File: config.mk
export PLATFORM = sky130hd
export DESIGN_NAME = bstr_top
export DESIGN_NICKNAME = d
export VERILOG_FILES = /design/src/hw/bstr_pkg.sv /design/src/hw/bstr_dr_if.sv /design/src/hw/bstr_idreg.sv /design/src/hw/bstr_top.sv
export SDC_FILE = /design/constraint.sdc
export NUM_CORES = 1
export LEC_CHECK = 0
export BUFFER_PORTS_ARGS = -buffer_cell sky130_fd_sc_hd__buf_2
export CORE_MARGIN = 1
export CORE_UTILIZATION = 60
export DETAILED_ROUTE_END_ITERATION = 6
export GPL_ROUTABILITY_DRIVEN = 0
export HOLD_SLACK_MARGIN = 0.05
export PLACE_DENSITY = 0.82
export SLEW_MARGIN = 15
export SYNTH_ARGS = -nofsm -noshare
export SYNTH_HDL_FRONTEND = slang
export SYNTH_SLANG_ARGS = --single-unit
File: constraint.sdc
create_clock -name clk -period 20.7 [get_ports clk]
set_input_delay 4.14 -clock clk [delete_from_list [all_inputs] [get_ports clk]]
set_output_delay 4.14 -clock clk [all_outputs]
set_load 0.05 [all_outputs]
File: src/hw/bstr_pkg.sv
// Constants, codes and cell map for the scan test data registers.
// Assumes the scan port controller lives outside and reports its state.
package bstr_pkg;

    localparam int CHAIN_LEN = 46;
    localparam int ID_LEN = 32;
    localparam int INSTR_LEN = 3;
    localparam int PAD_COUNT = 10;
    localparam int SYNC_WIDTH = 55;

    // Instruction codes
    localparam logic [2:0] INSTR_EXTEST = 3'h0;
    localparam logic [2:0] INSTR_IDCODE = 3'h1;
    localparam logic [2:0] INSTR_SAMPLE = 3'h2;
    localparam logic [2:0] INSTR_CLAMP = 3'h3;
    localparam logic [2:0] INSTR_HIGHZ = 3'h4;
    localparam logic [2:0] INSTR_BYPASS = 3'h7;

    // Identification word fields, values arbitrary
    localparam int ID_MFR_POS = 1;
    localparam int ID_PART_POS = 12;
    localparam int ID_VER_POS = 28;
    localparam logic [10:0] ID_MFR = 11'h2aa;
    localparam logic [15:0] ID_PART = 16'h5a3c;
    localparam logic [3:0] ID_VERSION = 4'h1;
    localparam logic [31:0] ID_WORD = {ID_VERSION, ID_PART, ID_MFR, 1'b1};

    // Reset values
    localparam logic [45:0] BSR_RESET = 46'h0;
    localparam logic [9:0] PAD_DATA_RESET = 10'h0;
    localparam logic [9:0] PAD_OE_N_RESET = 10'h3ff;

    // Control cells
    localparam int CTL_UPPER_BUS = 1;
    localparam int CTL_BUS0 = 3;
    localparam int CTL_IRQ = 15;
    localparam int CTL_TXSYNC = 26;

    // Pads: 0..7 mux bus lines, 8 interrupt request, 9 transmit frame sync
    localparam int PAD_IRQ = 8;
    localparam int PAD_TXSYNC = 9;

    function automatic int pad_cell(input int pad);
        if (pad == 0) begin
            return 2;
        end else if (pad == 1) begin
            return 0;
        end else if (pad < PAD_IRQ) begin
            return 47 - pad;
        end else if (pad == PAD_IRQ) begin
            return 14;
        end else begin
            return 25;
        end
    endfunction

    function automatic int pad_ctl(input int pad);
        if (pad == 0) begin
            return CTL_BUS0;
        end else if (pad < PAD_IRQ) begin
            return CTL_UPPER_BUS;
        end else if (pad == PAD_IRQ) begin
            return CTL_IRQ;
        end else begin
            return CTL_TXSYNC;
        end
    endfunction

endpackage

File: src/hw/bstr_dr_if.sv
// Strobes and data between the chain owner and the identification register.
// Assumes one clock; tick strobes are single-cycle enables, capture, shift, update, tlr and sel are levels.
`timescale 1ns/10ps
`default_nettype none
interface bstr_dr_if;
    logic tick_rise;
    logic tick_fall;
    logic capture;
    logic shift;
    logic update;
    logic tlr;
    logic sel;
    logic sdi;
    logic sdo;
    logic [31:0] latched;

    modport owner (output tick_rise, tick_fall, capture, shift, update, tlr, sel, sdi,
                   input sdo, latched);
    modport idreg (input tick_rise, tick_fall, capture, shift, update, tlr, sel, sdi,
                   output sdo, latched);
endinterface
`default_nettype wire

File: src/hw/bstr_idreg.sv
// Identification register: shift path and latched parallel word.
// Assumes strobes already synchronised and edge-detected by the owner.
`timescale 1ns/10ps
`default_nettype none
module bstr_idreg (
    input wire logic clk,
    input wire logic rst,
    bstr_dr_if.idreg dr
);
    import bstr_pkg::*;

    logic [31:0] id_shift;

    ////////////////////////////////////////////////////////////////
    // Shift path
    always_ff @(posedge clk or posedge rst) begin
        if (rst) begin
            id_shift <= 32'h0;
        end else if (dr.tick_rise && dr.sel && dr.capture) begin
            id_shift <= ID_WORD; // [RULE10] [RULE9] [RULE5]
        end else if (dr.tick_rise && dr.sel && dr.shift) begin
            id_shift <= {dr.sdi, id_shift[31:1]}; // [RULE2] [RULE10]
        end
    end

    ////////////////////////////////////////////////////////////////
    // Latched word, untouched by shifting
    always_ff @(posedge clk or posedge rst) begin
        if (rst) begin
            dr.latched <= ID_WORD;
        end else if (dr.tlr) begin
            dr.latched <= ID_WORD; // [RULE3]
        end else if (dr.tick_fall && dr.sel && dr.update) begin
            dr.latched <= id_shift; // [RULE2]
        end
    end

    assign dr.sdo = id_shift[0];

    ////////////////////////////////////////////////////////////////
    // Checks
    chk_id_capture_word: assert property (@(posedge clk) disable iff (rst) // [RULE10]
        (dr.tick_rise && dr.sel && dr.capture) |=> (id_shift == ID_WORD && id_shift[0] == 1'b1))
        else $error("id capture did not load the identification word");
    chk_id_latch_stable: assert property (@(posedge clk) disable iff (rst) // [RULE2]
        (dr.shift && !dr.update && !dr.tlr) |=> $stable(dr.latched))
        else $error("id latched word changed while shifting");
endmodule // bstr_idreg
`default_nettype wire

File: src/hw/bstr_top.sv
// Scan test data registers: bypass, identification and boundary chain.
// Assumes an outside scan port controller reporting its state on pins.
//
// What this block does
// RULE1: one-stage bypass for bypass, clamp, highz
// RULE2: id register has shift path plus latch
// RULE3: id selected under idcode and logic reset
// RULE4: boundary chain has shift path plus latch
// RULE5: fixed sixteen-bit part identifier, never altered
// RULE6: cells 0-45; observe cells only capture
// RULE7: control cells 1,3,15,26 enable output cells
// RULE8: three-bit instruction codes select data registers
// RULE9: id word: lsb one, mfr, part, version
// RULE10: idcode captures word, then shifts it out
// RULE11: cell 0 nearest output, 45 nearest input
`timescale 1ns/10ps
`default_nettype none
module bstr_top (
    input wire logic clk,
    input wire logic rst,
    input wire logic scan_clock,
    input wire logic scan_serial_in,
    input wire logic tap_capture_dr,
    input wire logic tap_shift_dr,
    input wire logic tap_update_dr,
    input wire logic tap_logic_reset,
    input wire logic [bstr_pkg::INSTR_LEN-1:0] current_instr,
    input wire logic [bstr_pkg::CHAIN_LEN-1:0] pin_level,
    input wire logic [bstr_pkg::PAD_COUNT-1:0] core_pad_data,
    input wire logic [bstr_pkg::PAD_COUNT-1:0] core_pad_drive,
    output logic scan_serial_out,
    output logic scan_serial_out_en_n,
    output logic [bstr_pkg::PAD_COUNT-1:0] pad_data,
    output logic [bstr_pkg::PAD_COUNT-1:0] pad_oe_n
);
    import bstr_pkg::*;

    logic [SYNC_WIDTH-1:0] sync_a;
    logic [SYNC_WIDTH-1:0] sync_b;
    logic sclk_d;
    logic sclk_s;
    logic sdi_s;
    logic cap_s;
    logic shf_s;
    logic upd_s;
    logic tlr_s;
    logic [2:0] instr_s;
    logic [45:0] pins_s;
    logic rise;
    logic fall;
    logic sel_id;
    logic sel_bsr;
    logic sel_byp;
    logic test_drive;
    logic test_hz;
    logic bypass_bit;
    logic [45:0] bsr_shift;
    logic [45:0] bsr_latch;
    logic [45:0] cap_vec;
    logic next_sdo;
    logic [9:0] next_pad_data;
    logic [9:0] next_pad_oe_n;

    bstr_dr_if dr_bus ();

    ////////////////////////////////////////////////////////////////
    // Two-stage synchroniser for everything from the pins
    always_ff @(posedge clk or posedge rst) begin
        if (rst) begin
            sync_a <= 55'h0;
            sync_b <= 55'h0;
        end else begin
            sync_a <= {scan_clock, scan_serial_in, tap_capture_dr, tap_shift_dr,
                       tap_update_dr, tap_logic_reset, current_instr, pin_level};
            sync_b <= sync_a;
        end
    end

    assign {sclk_s, sdi_s, cap_s, shf_s, upd_s, tlr_s, instr_s, pins_s} = sync_b;

    // Scan clock edge finder
    always_ff @(posedge clk or posedge rst) begin
        if (rst) begin
            sclk_d <= 1'b0;
        end else begin
            sclk_d <= sclk_s;
        end
    end

    assign rise = sclk_s && !sclk_d;
    assign fall = !sclk_s && sclk_d;

    ////////////////////////////////////////////////////////////////
    // Instruction decode
    always_comb begin
        sel_id = 1'b0;
        sel_bsr = 1'b0;
        sel_byp = 1'b0;
        test_drive = 1'b0;
        test_hz = 1'b0;
        if (tlr_s) begin
            sel_id = 1'b1; // [RULE3]
        end else begin
            case (instr_s) // [RULE8]
                INSTR_EXTEST: begin
                    sel_bsr = 1'b1;
                    test_drive = 1'b1;
                end
                INSTR_SAMPLE: sel_bsr = 1'b1;
                INSTR_IDCODE: sel_id = 1'b1; // [RULE3]
                INSTR_CLAMP: begin
                    sel_byp = 1'b1; // [RULE1]
                    test_drive = 1'b1;
                end
                INSTR_HIGHZ: begin
                    sel_byp = 1'b1; // [RULE1]
                    test_hz = 1'b1;
                end
                default: sel_byp = 1'b1; // [RULE1]
            endcase
        end
    end

    ////////////////////////////////////////////////////////////////
    // Bypass stage
    always_ff @(posedge clk or posedge rst) begin
        if (rst) begin
            bypass_bit <= 1'b0;
        end else if (rise && sel_byp && cap_s) begin
            bypass_bit <= 1'b0;
        end else if (rise && sel_byp && shf_s) begin
            bypass_bit <= sdi_s; // [RULE1]
        end
    end

    ////////////////////////////////////////////////////////////////
    // Boundary chain capture values: pins, or core enables at control cells
    always_comb begin
        cap_vec = pins_s; // [RULE6]
        cap_vec[CTL_UPPER_BUS] = core_pad_drive[1]; // [RULE7]
        cap_vec[CTL_BUS0] = core_pad_drive[0];
        cap_vec[CTL_IRQ] = core_pad_drive[PAD_IRQ];
        cap_vec[CTL_TXSYNC] = core_pad_drive[PAD_TXSYNC];
    end

    always_ff @(posedge clk or posedge rst) begin
        if (rst) begin
            bsr_shift <= BSR_RESET;
        end else if (rise && sel_bsr && cap_s) begin
            bsr_shift <= cap_vec; // [RULE4] [RULE6]
        end else if (rise && sel_bsr && shf_s) begin
            bsr_shift <= {sdi_s, bsr_shift[45:1]}; // [RULE11]
        end
    end

    always_ff @(posedge clk or posedge rst) begin
        if (rst) begin
            bsr_latch <= BSR_RESET;
        end else if (fall && sel_bsr && upd_s) begin
            bsr_latch <= bsr_shift; // [RULE4]
        end
    end

    ////////////////////////////////////////////////////////////////
    // Identification register
    assign dr_bus.tick_rise = rise;
    assign dr_bus.tick_fall = fall;
    assign dr_bus.capture = cap_s;
    assign dr_bus.shift = shf_s;
    assign dr_bus.update = upd_s;
    assign dr_bus.tlr = tlr_s;
    assign dr_bus.sel = sel_id;
    assign dr_bus.sdi = sdi_s;

    bstr_idreg u_idreg (
        .clk(clk),
        .rst(rst),
        .dr(dr_bus.idreg)
    );

    ////////////////////////////////////////////////////////////////
    // Serial output, changes on the falling scan clock edge
    always_comb begin
        if (sel_id) begin
            next_sdo = dr_bus.sdo;
        end else if (sel_bsr) begin
            next_sdo = bsr_shift[0]; // [RULE11]
        end else begin
            next_sdo = bypass_bit; // [RULE1]
        end
    end

    always_ff @(posedge clk or posedge rst) begin
        if (rst) begin
            scan_serial_out <= 1'b0;
            scan_serial_out_en_n <= 1'b1;
        end else if (fall) begin
            scan_serial_out <= next_sdo;
            scan_serial_out_en_n <= !shf_s;
        end
    end

    ////////////////////////////////////////////////////////////////
    // Three-state output cells
    for (genvar p = 0; p < PAD_COUNT; p++) begin : g_pad
        always_comb begin
            if (test_hz) begin
                next_pad_data[p] = core_pad_data[p];
                next_pad_oe_n[p] = 1'b1;
            end else if (test_drive) begin
                next_pad_data[p] = bsr_latch[pad_cell(p)];
                next_pad_oe_n[p] = !bsr_latch[pad_ctl(p)]; // [RULE7]
            end else begin
                next_pad_data[p] = core_pad_data[p];
                next_pad_oe_n[p] = !core_pad_drive[p];
            end
        end
    end

    always_ff @(posedge clk or posedge rst) begin
        if (rst) begin
            pad_data <= PAD_DATA_RESET;
            pad_oe_n <= PAD_OE_N_RESET;
        end else begin
            pad_data <= next_pad_data;
            pad_oe_n <= next_pad_oe_n;
        end
    end

    ////////////////////////////////////////////////////////////////
    // Checks
    chk_bypass_one_stage: assert property (@(posedge clk) disable iff (rst) // [RULE1]
        (rise && sel_byp && shf_s && !cap_s) |=> (bypass_bit == $past(sdi_s)))
        else $error("bypass stage did not take the serial input");
    chk_chain_shift_dir: assert property (@(posedge clk) disable iff (rst) // [RULE11]
        (rise && sel_bsr && shf_s && !cap_s)
        |=> (bsr_shift[45] == $past(sdi_s) && bsr_shift[44:0] == $past(bsr_shift[45:1])))
        else $error("boundary chain shifted the wrong way");
    chk_observe_capture: assert property (@(posedge clk) disable iff (rst) // [RULE6]
        (rise && sel_bsr && cap_s) |=> (bsr_shift[39:27] == $past(pins_s[39:27])
                                       && bsr_shift[4] == $past(pins_s[4])))
        else $error("observe cell did not capture its pin");
    chk_chain_update: assert property (@(posedge clk) disable iff (rst) // [RULE4]
        (fall && sel_bsr && upd_s) |=> (bsr_latch == $past(bsr_shift)))
        else $error("boundary latch not updated");
    chk_latch_hold_shift: assert property (@(posedge clk) disable iff (rst) // [RULE4]
        (shf_s && !upd_s) |=> $stable(bsr_latch))
        else $error("boundary latch moved during shift");
    chk_highz_release: assert property (@(posedge clk) disable iff (rst) // [RULE8]
        (!tlr_s && instr_s == INSTR_HIGHZ) |=> (pad_oe_n == 10'h3ff))
        else $error("pads driven under highz");
    chk_ctl_enable_bus: assert property (@(posedge clk) disable iff (rst) // [RULE7]
        (!tlr_s && instr_s == INSTR_EXTEST)
        |=> (pad_oe_n[7:1] == {7{!$past(bsr_latch[CTL_UPPER_BUS])}}
             && pad_oe_n[0] == !$past(bsr_latch[CTL_BUS0])
             && pad_oe_n[PAD_IRQ] == !$past(bsr_latch[CTL_IRQ])
             && pad_oe_n[PAD_TXSYNC] == !$past(bsr_latch[CTL_TXSYNC])))
        else $error("output cell enable not from its control cell");
    chk_id_select: assert property (@(posedge clk) disable iff (rst) // [RULE3]
        (tlr_s || instr_s == INSTR_IDCODE) |-> (sel_id && !sel_bsr && !sel_byp))
        else $error("id register not selected");
    chk_sdo_follows: assert property (@(posedge clk) disable iff (rst) // [RULE10]
        (fall && sel_id) |=> (scan_serial_out == $past(dr_bus.sdo)))
        else $error("serial output not from id register");
endmodule // bstr_top
`default_nettype wire

Yosys cells after proc, flatten, opt, wreduce, memory -nomap -nowiden

Index checks and enable logic that the tools add are counted.

Eq/ne operators: 4
Reductions and logical operators: 37
Muxes and demuxes: 58

Operators by type and width:

| operator             | count |
|---|---|
| $mux W46             | 2 |
| $mux W32             | 2 |
| $mux W1              | 54 |
| $logic_not A1 Y1     | 17 |
| $logic_and A1 B1 Y1  | 13 |
| $eq A3 B2 Y1 const B | 2 |
| $reduce_bool A2 Y1   | 3 |
| $reduce_or A2 Y1     | 2 |
| $eq A3 B1 Y1 const B | 1 |
| $eq A3 B3 Y1 const B | 1 |
| $logic_not A3 Y1     | 1 |
| $reduce_or A3 Y1     | 1 |

Word-level logic and storage cells: 110
Input bits: 77
Register bits: 258

Depth between registers and ports, before layout

Gate-level depths: netlist (run 1).

Depth after elaboration: 8
Gate-level depth with buffers: 7

Cells and area by module

Synthesis (run 1) repeated with hierarchy kept, for this count alone.

Cells, all modules: 635
Area total of the unflattened synthesis: 9024.9 um^2

By module, submodules not included:

| module     | cells an instance | seq. area each (um^2) | times used | area an instance (um^2) |
|---|---|---|---|---|
| bstr_top   | 415               | 4668.2                | 1          | 6283.5 |
| bstr_idreg | 220               | 1620.3                | 1          | 2741.4 |

Worst setup path after synthesis (run 1)

No wires, ideal clock.

Path type: flip-flop to output port
From: register scan_serial_out_en_n
To: output scan_serial_out_en_n
Arrival: 0.664 ns
Setup slack: 15.896 ns
Cell stages (with the launch flop): 1
Buffers on the path: 0
Cells stage by stage: dfstp_2

RTL lines:

| item                   | line            | text |
|---|---|---|
| from (decl)            | bstr_top.sv:32  | `output logic scan_serial_out_en_n,` |
| from (signal assigned) | bstr_top.sv:199 | `scan_serial_out_en_n <= !shf_s;` |

No word-level cell between the ends.

Worst setup path in the final report (run 1)

From: register scan_serial_out_en_n
To: output scan_serial_out_en_n

No word-level cell between the ends.

==> run_results.csv, run 1 <==
group,metric,value,unit
worst_setup_path,critical_path_class,"flip-flop to output pin",
synth,syn_inst,552,
floorplan,die-area,13200,um^2
detailed_routing,dr.pass1.iters,6,
cells_and_area,fin_nets,722,
timing,setup_tns,0,ns
detailed_routing,vias,4296,
grt,antenna_found_initial,1,
synth,synth-edff-count,0,
grt,grt_pass1_vias,4496,
power_and_ir_drop,power_frac_clock,38.6,%
synth,syn_nets,629,
floorplan,chipHeight,115,um
cts,clk_pin_slew_worst_paths,0.06,ns
cts,cts_buffers,22,
cts,insertion_delay,0.49,ns
detailed_routing,drtAntennaViolNets,0,
cells_and_area,drive_gt1_share,27.0,%
detailed_routing,remaining_drc_errors,0,
timing,fin_skew,0.00804,ns
cts,cts.repair.resized,0,
synth,synth_area_leaders,"dfrtp_1 (68%), mux2i_1 (6.7%), mux2_4 (3.9%)",
place,place_area,8200,um^2
power_and_ir_drop,powerDensity,117,nW/um^2
worst_setup_path,worstSetupStartpointType,"flip-flop",
cts,cts-root-buf,"clkbuf_16",
timing,fmax,185,MHz
floorplan,core_region_area,12200,um^2
floorplan,ios,99,
grt,overflow,0,
worst_setup_path,end_kind,"output pin",
power_and_ir_drop,seqPwrFrac,50.1,%
floorplan,die_w,115,um
synth,synthArstFlopShare,100,%
detailed_routing,drtIter0Drc,277,
worst_setup_path,slowest_delay,0.53,ns
place,port_buffers,94,
timing,worstMarginPinSlew,1.16,ns
synth,ys_ff_latch,218,
synth,ys.flop_type,"dfrtp_1",
timing,rsz0062_at_grt,"false",
power_and_ir_drop,irDropWorstVdd,0.0881,mV
synth,synth_top_cell_by_area,"dfrtp_1",
cts,post_cts_buffers,0,
run_status,status,"completed",
job,cap_viol_max_count,0,
synth,synth_top_cells_by_count,"dfrtp_1 (207), nor2_1 (63), mux2i_1 (51)",
grt,grt_start_max_net_pins,132,
worst_hold_path,hp-class,"flip-flop to flip-flop",
power_and_ir_drop,pwr-share-comb,11.3,%
detailed_routing,via_per_inst,5.18,
cts,tritoncts,"yes",
power_and_ir_drop,swShare,24.8,%
power_and_ir_drop,power_switching,0.000259,W
cells_and_area,stdcell_area,8960,um^2
floorplan,num_rows,40,
detailed_routing,finalWirelength,13.2,mm
place,post-place-ws,14.67,ns
timing,hold_slack,0.346,ns
worst_setup_path,cp_data_required_time,16.56,ns
timing,final.setup.worst_slack,15.29,ns
timing,post-route-min-period,5.41,ns
synth,netlist_area,7650,um^2
timing,final_max_slew_viol_count,0,
synth,ys_types,32,
cts,htreeDepth,1,
cts,cts_sinks,218,
floorplan,start_util,62.6,%
synth,synth_top_area_share,67.7,%
timing,hold_violations,0,
worst_setup_path,path_max_fanout,2,
timing,slew_headroom,22.7,%
cts,clockBufferDepth,3,
detailed_routing,wl_per_cell,15.9,um
timing,post-route-period-util,26.2,%
worst_setup_path,cp.arrival,1.27,ns
grt,track_usage,21.7,%
synth,syn_avg_cell_area,13.9,um^2
cells_and_area,syn2layout_area_growth,17.1,%
worst_setup_path,cp.buffers_inverters,1,
worst_setup_path,cp_top_family,"flip-flops",
power_and_ir_drop,p_leak,4.43,nW
place,place_hpwl,7.46,mm
cts,postCtsHoldBufs,0,
power_and_ir_drop,p_int,0.000786,W
worst_setup_path,cp_cell_sequence,"buf_2",
worst_setup_path,cp_slowest_cell,"dfstp_2",
synth,yosysWarnings,0,
synth,yosysMostFrequentCell,"dfrtp_1",
grt,grt_pass1_wl,22.0,mm
synth,yosysSeqAreaShare,71.5,%
timing,setup_viol,0,
## through the flow
stage                     cells  power, W  util, %
after CTS                   828   0.00105     73.3
after global placement      789  0.000635     67.1
after floorplan             552  0.000612        -
final                       829   0.00104     73.4
after detailed placement    789  0.000646     67.1
after global routing        829   0.00109     73.4
## layout by cell type (no fill, tap or decap), types with 7 or more instances in the layout
| master | n |
|---|---|
| o21ai_1 | 18 |
| a21oi_1 | 47 |
| nand2_1 | 40 |
| clkbuf_16 | 23 |
| o21ai_0 | 15 |
| dfstp_2 | 11 |
| mux2_4 | 20 |
| dfrtp_1 | 207 |
| nand2b_1 | 18 |
| mux2i_1 | 51 |
| nor2_1 | 63 |
| a21o_1 | 7 |
| buf_2 | 94 |
## logic make-up after synthesis
family	count (synthesis)	share of synthesized area, %
AO/OA/AOI/OAI	91	6.43
multiplexers	75	11.2
XOR/XNOR	1	0.115
AND/OR/NAND/NOR	135	8.12
flip-flops	218	71.5
buffers and inverters	32	2.63
## state kept, by name, indices dropped and copies added (netlist names), 10 cells and up
register and flops:
sync_b 51, bsr_latch 14, bsr_shift 46, pad_oe_n 10, pad_data 10, sync_a 51, u_idreg.id_shift 32
## power by group through the flow
stage	Clock, W	Sequential, W	Combinational, W
2_1_floorplan	0	0.000532	0.0000798
3_3_place_gp	0	0.000525	0.000110
3_5_place_dp	0	0.000529	0.000116
4_1_cts	0.000410	0.000524	0.000120
5_1_grt	0.000426	0.000531	0.000134
6_report	0.000403	0.000524	0.000118
## metal layers
layer	global-route usage [%]	wire length, um	part of all wire (%)
met1	28.3	5560	42
met4	9.87	522	3.9
met2	36.4	6520	49
met3	3.58	613	4.6
met5	0	0	0
## final cells by class
type / instances / area, um^2
antenna: 1 / 2.50
clock buffer: 30 / 652
clock inverter: 9 / 104
fill: 783 / 3250
inverter: 3 / 18.8
multi-input combinational: 302 / 2000
sequential: 218 / 5470
tap: 168 / 210
timing repair buffer: 98 / 504
## final timing paths
check / end / cells after the start / from / slack [ns]
max in group asynchronous: sync_a[51]$_DFF_PP0_ / 3 / rst / 15.59
min reg2reg: sync_b[0]$_DFF_PP0_ / 0 / sync_a[0]$_DFF_PP0_ / 0.35
max reg2reg: bsr_shift[18]$_DFFE_PP0P_ / 5 / sync_b[52]$_DFF_PP0_ / 17.98
max: scan_serial_out_en_n / 1 / scan_serial_out_en_n$_DFFE_PP1P_ / 15.29
min in group asynchronous: sync_a[35]$_DFF_PP0_ / 2 / rst / 3.79
min: sync_b[0]$_DFF_PP0_ / 0 / sync_a[0]$_DFF_PP0_ / 0.35
Power figures use the tool's default switching activity.
==> inputs of run 2 (changes only) <==
ABC_AREA = 1   (was unset)
CORE_UTILIZATION = 57   (was 60)
PLACE_DENSITY = 0.79   (was 0.82)
clock period = 5.38 ns   (was 20.7 ns; I/O delays follow)
==> run 2 against run 1 <==
  * Non-clock buffer count down 2
  * Utilization decreased by 5.0 points
  * Design area is 1.5% higher
  * Critical path depth grew 4
  * Die area grew 6.9%
  * Critical endpoint is now bsr_shift[45]$_DFFE_PP0P_
==> run_results.csv, run 2 <==
group,metric,value,unit
run_status,status,"completed",
worst_setup_path,cp.arrival,2.89,ns
timing,post-route-period-util,46.8,%
synth,ys.flop_type,"dfrtp_1",
synth,synth_top_cells_by_count,"dfrtp_1 (207), nand2_1 (205), o21ai_0 (99)",
cts,cts.repair.resized,0,
synth,synth_top_area_share,66.6,%
cts,clockBufferDepth,3,
synth,yosysMostFrequentCell,"dfrtp_1",
synth,synth_top_cell_by_area,"dfrtp_1",
detailed_routing,wl_per_cell,12.6,um
worst_setup_path,path_max_fanout,46,
cts,cts_buffers,22,
power_and_ir_drop,p_leak,4.77,nW
synth,yosysWarnings,0,
synth,syn_inst,749,
timing,setup_tns,0,ns
synth,synth-edff-count,0,
worst_setup_path,reg2reg_slack,2.86,ns
cells_and_area,drive_gt1_share,19.2,%
timing,rsz0062_at_grt,"false",
synth,ys_types,23,
cells_and_area,final_common_cell,"dfrtp_1",
grt,grt_pass1_vias,4857,
grt,grt_start_max_net_pins,171,
timing,fmax,397,MHz
synth,yosysSeqAreaShare,70.4,%
worst_setup_path,worstSetupStartpointType,"flip-flop",
worst_hold_path,hold_end,"sync_b[50]$_DFF_PP0_",
floorplan,die-area,14100,um^2
floorplan,die_w,119,um
cts,clk_pin_slew_worst_paths,0.06,ns
worst_setup_path,rr_worst_depth,5,
floorplan,core_region_area,13300,um^2
floorplan,ios,99,
cts,insertion_delay,0.49,ns
synth,synthArstFlopShare,100,%
timing,slew_headroom,40.3,%
detailed_routing,finalWirelength,13.0,mm
worst_hold_path,hold_depth,0,
cells_and_area,fin_nets,914,
cells_and_area,nFillCells,966,
detailed_routing,via_per_inst,4.89,
place,port_buffers,94,
synth,netlist_area,7770,um^2
worst_setup_path,r2r_start,"sync_b[52]$_DFF_PP0_",
job,cap_viol_max_count,0,
detailed_routing,dr.pass1.iters,5,
grt,overflow,0,
power_and_ir_drop,powerDensity,412,nW/um^2
worst_setup_path,cp_data_required_time,5.75,ns
floorplan,start_util,58.5,%
cells_and_area,final_cells,1029,
synth,syn_nets,826,
grt,track_usage,19.6,%
grt,grt_pass1_wl,22.6,mm
cts,cts-root-buf,"clkbuf_16",
worst_setup_path,critical_path_class,"flip-flop to flip-flop",
grt,antenna_found_initial,0,
worst_setup_path,end_kind,"flip-flop",
place,placed_cells,989,
cts,htreeDepth,1,
detailed_routing,drtIter0Drc,324,
timing,setup_viol,0,
timing,post-route-min-period,2.52,ns
cells_and_area,final_cell_mix,"dfrtp_1 (207), nand2_1 (205), o21ai_0 (99), nor2_1 (97), buf_2 (94)",
cells_and_area,diodes,0,
detailed_routing,vias,5032,
timing,final_max_slew_viol_count,0,
timing,fin_skew,0.00969,ns
synth,ys_ff_latch,218,
detailed_routing,remaining_drc_errors,0,
synth,syn_avg_cell_area,10.4,um^2
timing,hold_slack,0.338,ns
cells_and_area,top_regs,"sync_a (51), sync_b (51), bsr_shift (46)",
worst_setup_path,r2r-end,"bsr_shift[45]$_DFFE_PP0P_",
timing,worstMarginPinSlew,0.893,ns
synth,synth_area_leaders,"dfrtp_1 (67%), nand2_1 (9.9%), o21ai_0 (6.4%)",
worst_hold_path,hp-class,"flip-flop to flip-flop",
worst_hold_path,hold_start,"sync_a[50]$_DFF_PP0_",
cts,tritoncts,"yes",
detailed_routing,drtAntennaViolNets,0,
cts,post_cts_buffers,0,
place,place_hpwl,7.75,mm
floorplan,num_rows,42,
power_and_ir_drop,irDropWorstVdd,0.230,mV
floorplan,chipHeight,119,um
cts,postCtsHoldBufs,0,
cts,cts_sinks,218,
timing,hold_violations,0,
cells_and_area,syn2layout_area_growth,16.9,%
-- run 2: per-stage QoR --
step	power [W]	worst slack [ns]	instance area, um^2	util, %
after detailed placement	0.00220	2.88	8310	62.5
after global placement	0.00218	2.91	8310	62.5
after floorplan	0.00210	1.47	7780	-
after CTS	0.00378	2.85	9080	68.3
after global routing	0.00392	2.56	9090	68.4
final	0.00375	2.86	9090	68.4
-- run 2: cell type report --
class,count,area [um^2],share of cell area (%)
multi-input cells,440,1900,20.9
well taps,176,220,2.42
repair buffers,96,498,5.48
clock inverters,7,110,1.21
flip-flops and latches,218,5470,60.2
clock buffers,33,663,7.30
inverters,59,226,2.49
-- run 2: power by group --
| group | internal [W] | leakage (nW) | switching [W] |
|---|---|---|---|
| clock | 0.000994 | 0.383 | 0.000582 |
| sequential | 0.00179 | 2.65 | 0.0000738 |
| combinational | 0.000101 | 1.74 | 0.000203 |
| total | 0.00289 | 4.77 | 0.000859 |
-- run 2: worst max-delay path by stage --
stage                          from                         to  slack, ns  cells after the start
5_1_grt        sync_b[52]$_DFF_PP0_  bsr_shift[45]$_DFFE_PP0P_       2.56                      5
2_1_floorplan                   rst   bsr_latch[0]$_DFFE_PP0P_       1.47                      1
3_3_place_gp   sync_b[52]$_DFF_PP0_  bsr_shift[45]$_DFFE_PP0P_       2.91                      5
6_report       sync_b[52]$_DFF_PP0_  bsr_shift[45]$_DFFE_PP0P_       2.86                      5
4_1_cts        sync_b[52]$_DFF_PP0_  bsr_shift[45]$_DFFE_PP0P_       2.85                      5
3_5_place_dp   sync_b[52]$_DFF_PP0_  bsr_shift[45]$_DFFE_PP0P_       2.88                      5
-- run 2: metal layers --
metal / track usage (%) / share of wire [%]
met5: 0 / 0
met4: 4.43 / 1.3
met3: 3.72 / 5.6
met2: 32.0 / 48
met1: 27.7 / 46
-- run 2: logic make-up after synthesis --
| group | share of synthesized area [%] |
|---|---|
| flip-flops | 70.4 |
| buffers and inverters | 5.23 |
| AND/OR/NAND/NOR | 17.1 |
| AO/OA/AOI/OAI | 7.31 |
-- run 2: critical path: stages (launching register included) --
cell and delay (ns):
dfrtp_1 0.67, nand3_4 0.53, nor2_4 0.88, nand2_1 0.11, nand3_1 0.13, nand2_1 0.05
==> inputs of run 3 (changes only) <==
CORE_UTILIZATION = 51   (was 57)
PLACE_DENSITY = 0.74   (was 0.79)
clock period = 2.2 ns   (was 5.38 ns; I/O delays follow)
==> run 3 against run 2 <==
  * The run now ends with DRC left
  * Clock skew is 0.0022 ns lower
  * Setup slack got worse by 2.4 ns
  * Via count rose by 2.4%
  * Largest cell class unchanged
==> run_results.csv, run 3 (synthesis gave the netlist of run 2 again) <==
group,metric,value,unit
timing,hold_slack,0.0690,ns
floorplan,core_region_area,14700,um^2
worst_setup_path,r2r_start,"sync_b[48]$_DFF_PP0_",
place,port_buffers,94,
cts,insertion_delay,0.50,ns
detailed_routing,finalWirelength,13.9,mm
detailed_routing,remaining_drc_errors,8,
cts,clockBufferDepth,3,
grt,grt_start_max_net_pins,91,
run_status,status,"complete, but fails checks",
worst_setup_path,cp_top_family,"flip-flops",
cells_and_area,fin_nets,974,
floorplan,start_util,52.9,%
timing,post-route-min-period,1.72,ns
timing,hold_violations,0,
cells_and_area,top_regs,"sync_a (51), sync_b (51), bsr_shift (46)",
worst_setup_path,path_max_fanout,1,
worst_setup_path,cp_data_required_time,1.76,ns
grt,antenna_found_initial,0,
cts,cts_sinks,218,
grt,grt_pass1_vias,5095,
worst_setup_path,crit_start,"pad_oe_n[0]$_DFF_PP1_",
timing,slew_headroom,57.8,%
power_and_ir_drop,p_leak,5.06,nW
cts,postCtsHoldBufs,51,
detailed_routing,vias,5151,
cells_and_area,diodes,0,
cts,cts_buffers,22,
grt,track_usage,19.0,%
timing,fin_skew,0.00746,ns
cells_and_area,stdcell_area,9740,um^2
place,place_area,8440,um^2
timing,setup_tns,0,ns
place,place_hpwl,8.04,mm
worst_hold_path,hp-class,"primary input to flip-flop",
worst_setup_path,critical_path_class,"flip-flop to output pin",
cts,cts.repair.resized,0,
timing,fmax,581,MHz
worst_setup_path,cp_cell_sequence,"buf_2",
job,cap_viol_max_count,0,
cts,post_cts_buffers,0,
detailed_routing,dr.pass1.iters,7,
floorplan,chipHeight,125,um
worst_setup_path,worstSetupStartpointType,"flip-flop",
timing,setup_viol,0,
power_and_ir_drop,powerDensity,957,nW/um^2
worst_setup_path,slowest_delay,0.52,ns
cells_and_area,final_cell_mix,"dfrtp_1 (207), nand2_1 (205), o21ai_0 (99), nor2_1 (97), buf_2 (94)",
cts,tritoncts,"yes",
floorplan,num_rows,44,
floorplan,die-area,15700,um^2
cells_and_area,drive_gt1_share,19.4,%
power_and_ir_drop,irDropWorstVdd,0.732,mV
detailed_routing,wl_per_cell,12.7,um
cells_and_area,syn2layout_area_growth,25.3,%
worst_setup_path,cp.buffers_inverters,1,
cts,cts-root-buf,"clkbuf_16",
timing,final_max_slew_viol_count,0,
grt,grt_pass1_wl,24.0,mm
timing,post-route-period-util,78.2,%
timing,rsz0062_at_grt,"false",
worst_setup_path,cp_slowest_cell,"dfstp_2",
worst_hold_path,hold_start,"pin_level[2]",
floorplan,ios,99,
grt,overflow,0,
timing,worstMarginPinSlew,0.632,ns
run_status,violations,"DRC",
cts,htreeDepth,1,
detailed_routing,via_per_inst,4.70,
worst_setup_path,end_kind,"output pin",
cells_and_area,final_common_cell,"dfrtp_1",
worst_setup_path,cp.arrival,1.28,ns
detailed_routing,drtIter0Drc,278,
cells_and_area,final_cells,1097,
detailed_routing,drtAntennaViolNets,0,
place,placed_cells,1006,
cts,clk_pin_slew_worst_paths,0.06,ns
floorplan,die_w,125,um
[run 3: per-layer routing]
metal  track usage [%]  up-vias  part of all wire, %
met5                 0        -                    0
met4              5.74        0                  1.8
met3              3.25       20                  5.0
met2              30.8      127                   47
met1              26.5     2394                   46
li1                  -     2610                    -
[run 3: layout make-up]
| class | count | area (um^2) |
|---|---|---|
| fill | 1097 | 4960 |
| tap | 184 | 230 |
| multi-input combinational | 440 | 1900 |
| inverter | 59 | 226 |
| clock buffer | 29 | 658 |
| timing repair buffer | 156 | 1130 |
| sequential | 218 | 5470 |
| clock inverter | 11 | 130 |
[run 3: where the power goes]
group	switching (W)	internal, W
logic	0.000511	0.000318
registers	0.000175	0.00439
clock network	0.00148	0.00245
total	0.00216	0.00716
[run 3: through the flow]
step / total power, W / setup slack, ns / util [%]
2_1_floorplan: 0.00514 / -1.07 / -
3_3_place_gp: 0.00536 / 0.577 / 57.4
3_5_place_dp: 0.00539 / 0.546 / 57.4
4_1_cts: 0.00940 / 0.466 / 66.2
5_1_grt: 0.00973 / 0.319 / 66.2
6_report: 0.00932 / 0.479 / 66.2
[run 3: final timing paths]
kind,end,slack (ns),depth (start not counted)
worst min-delay path,sync_a[2]$_DFF_PP0_,0.07,1
min in group asynchronous,pad_data[5]$_DFF_PP0_,0.43,3
max in group asynchronous,sync_a[18]$_DFF_PP0_,1.10,4
worst min register to register,sync_b[33]$_DFF_PP0_,0.34,0
worst max register to register,bsr_shift[24]$_DFFE_PP0P_,0.50,8
worst max-delay path,pad_oe_n[0],0.48,1
[run 3: worst reg2reg max path, stage by stage (launching register included)]
cell and delay, ns:
dfrtp_1 0.40, nor2_1 0.17, nand2_2 0.17, inv_1 0.13, nand2_4 0.19, buf_12 0.26
nor2_1 0.13, o21ai_0 0.11, nand2_1 0.07
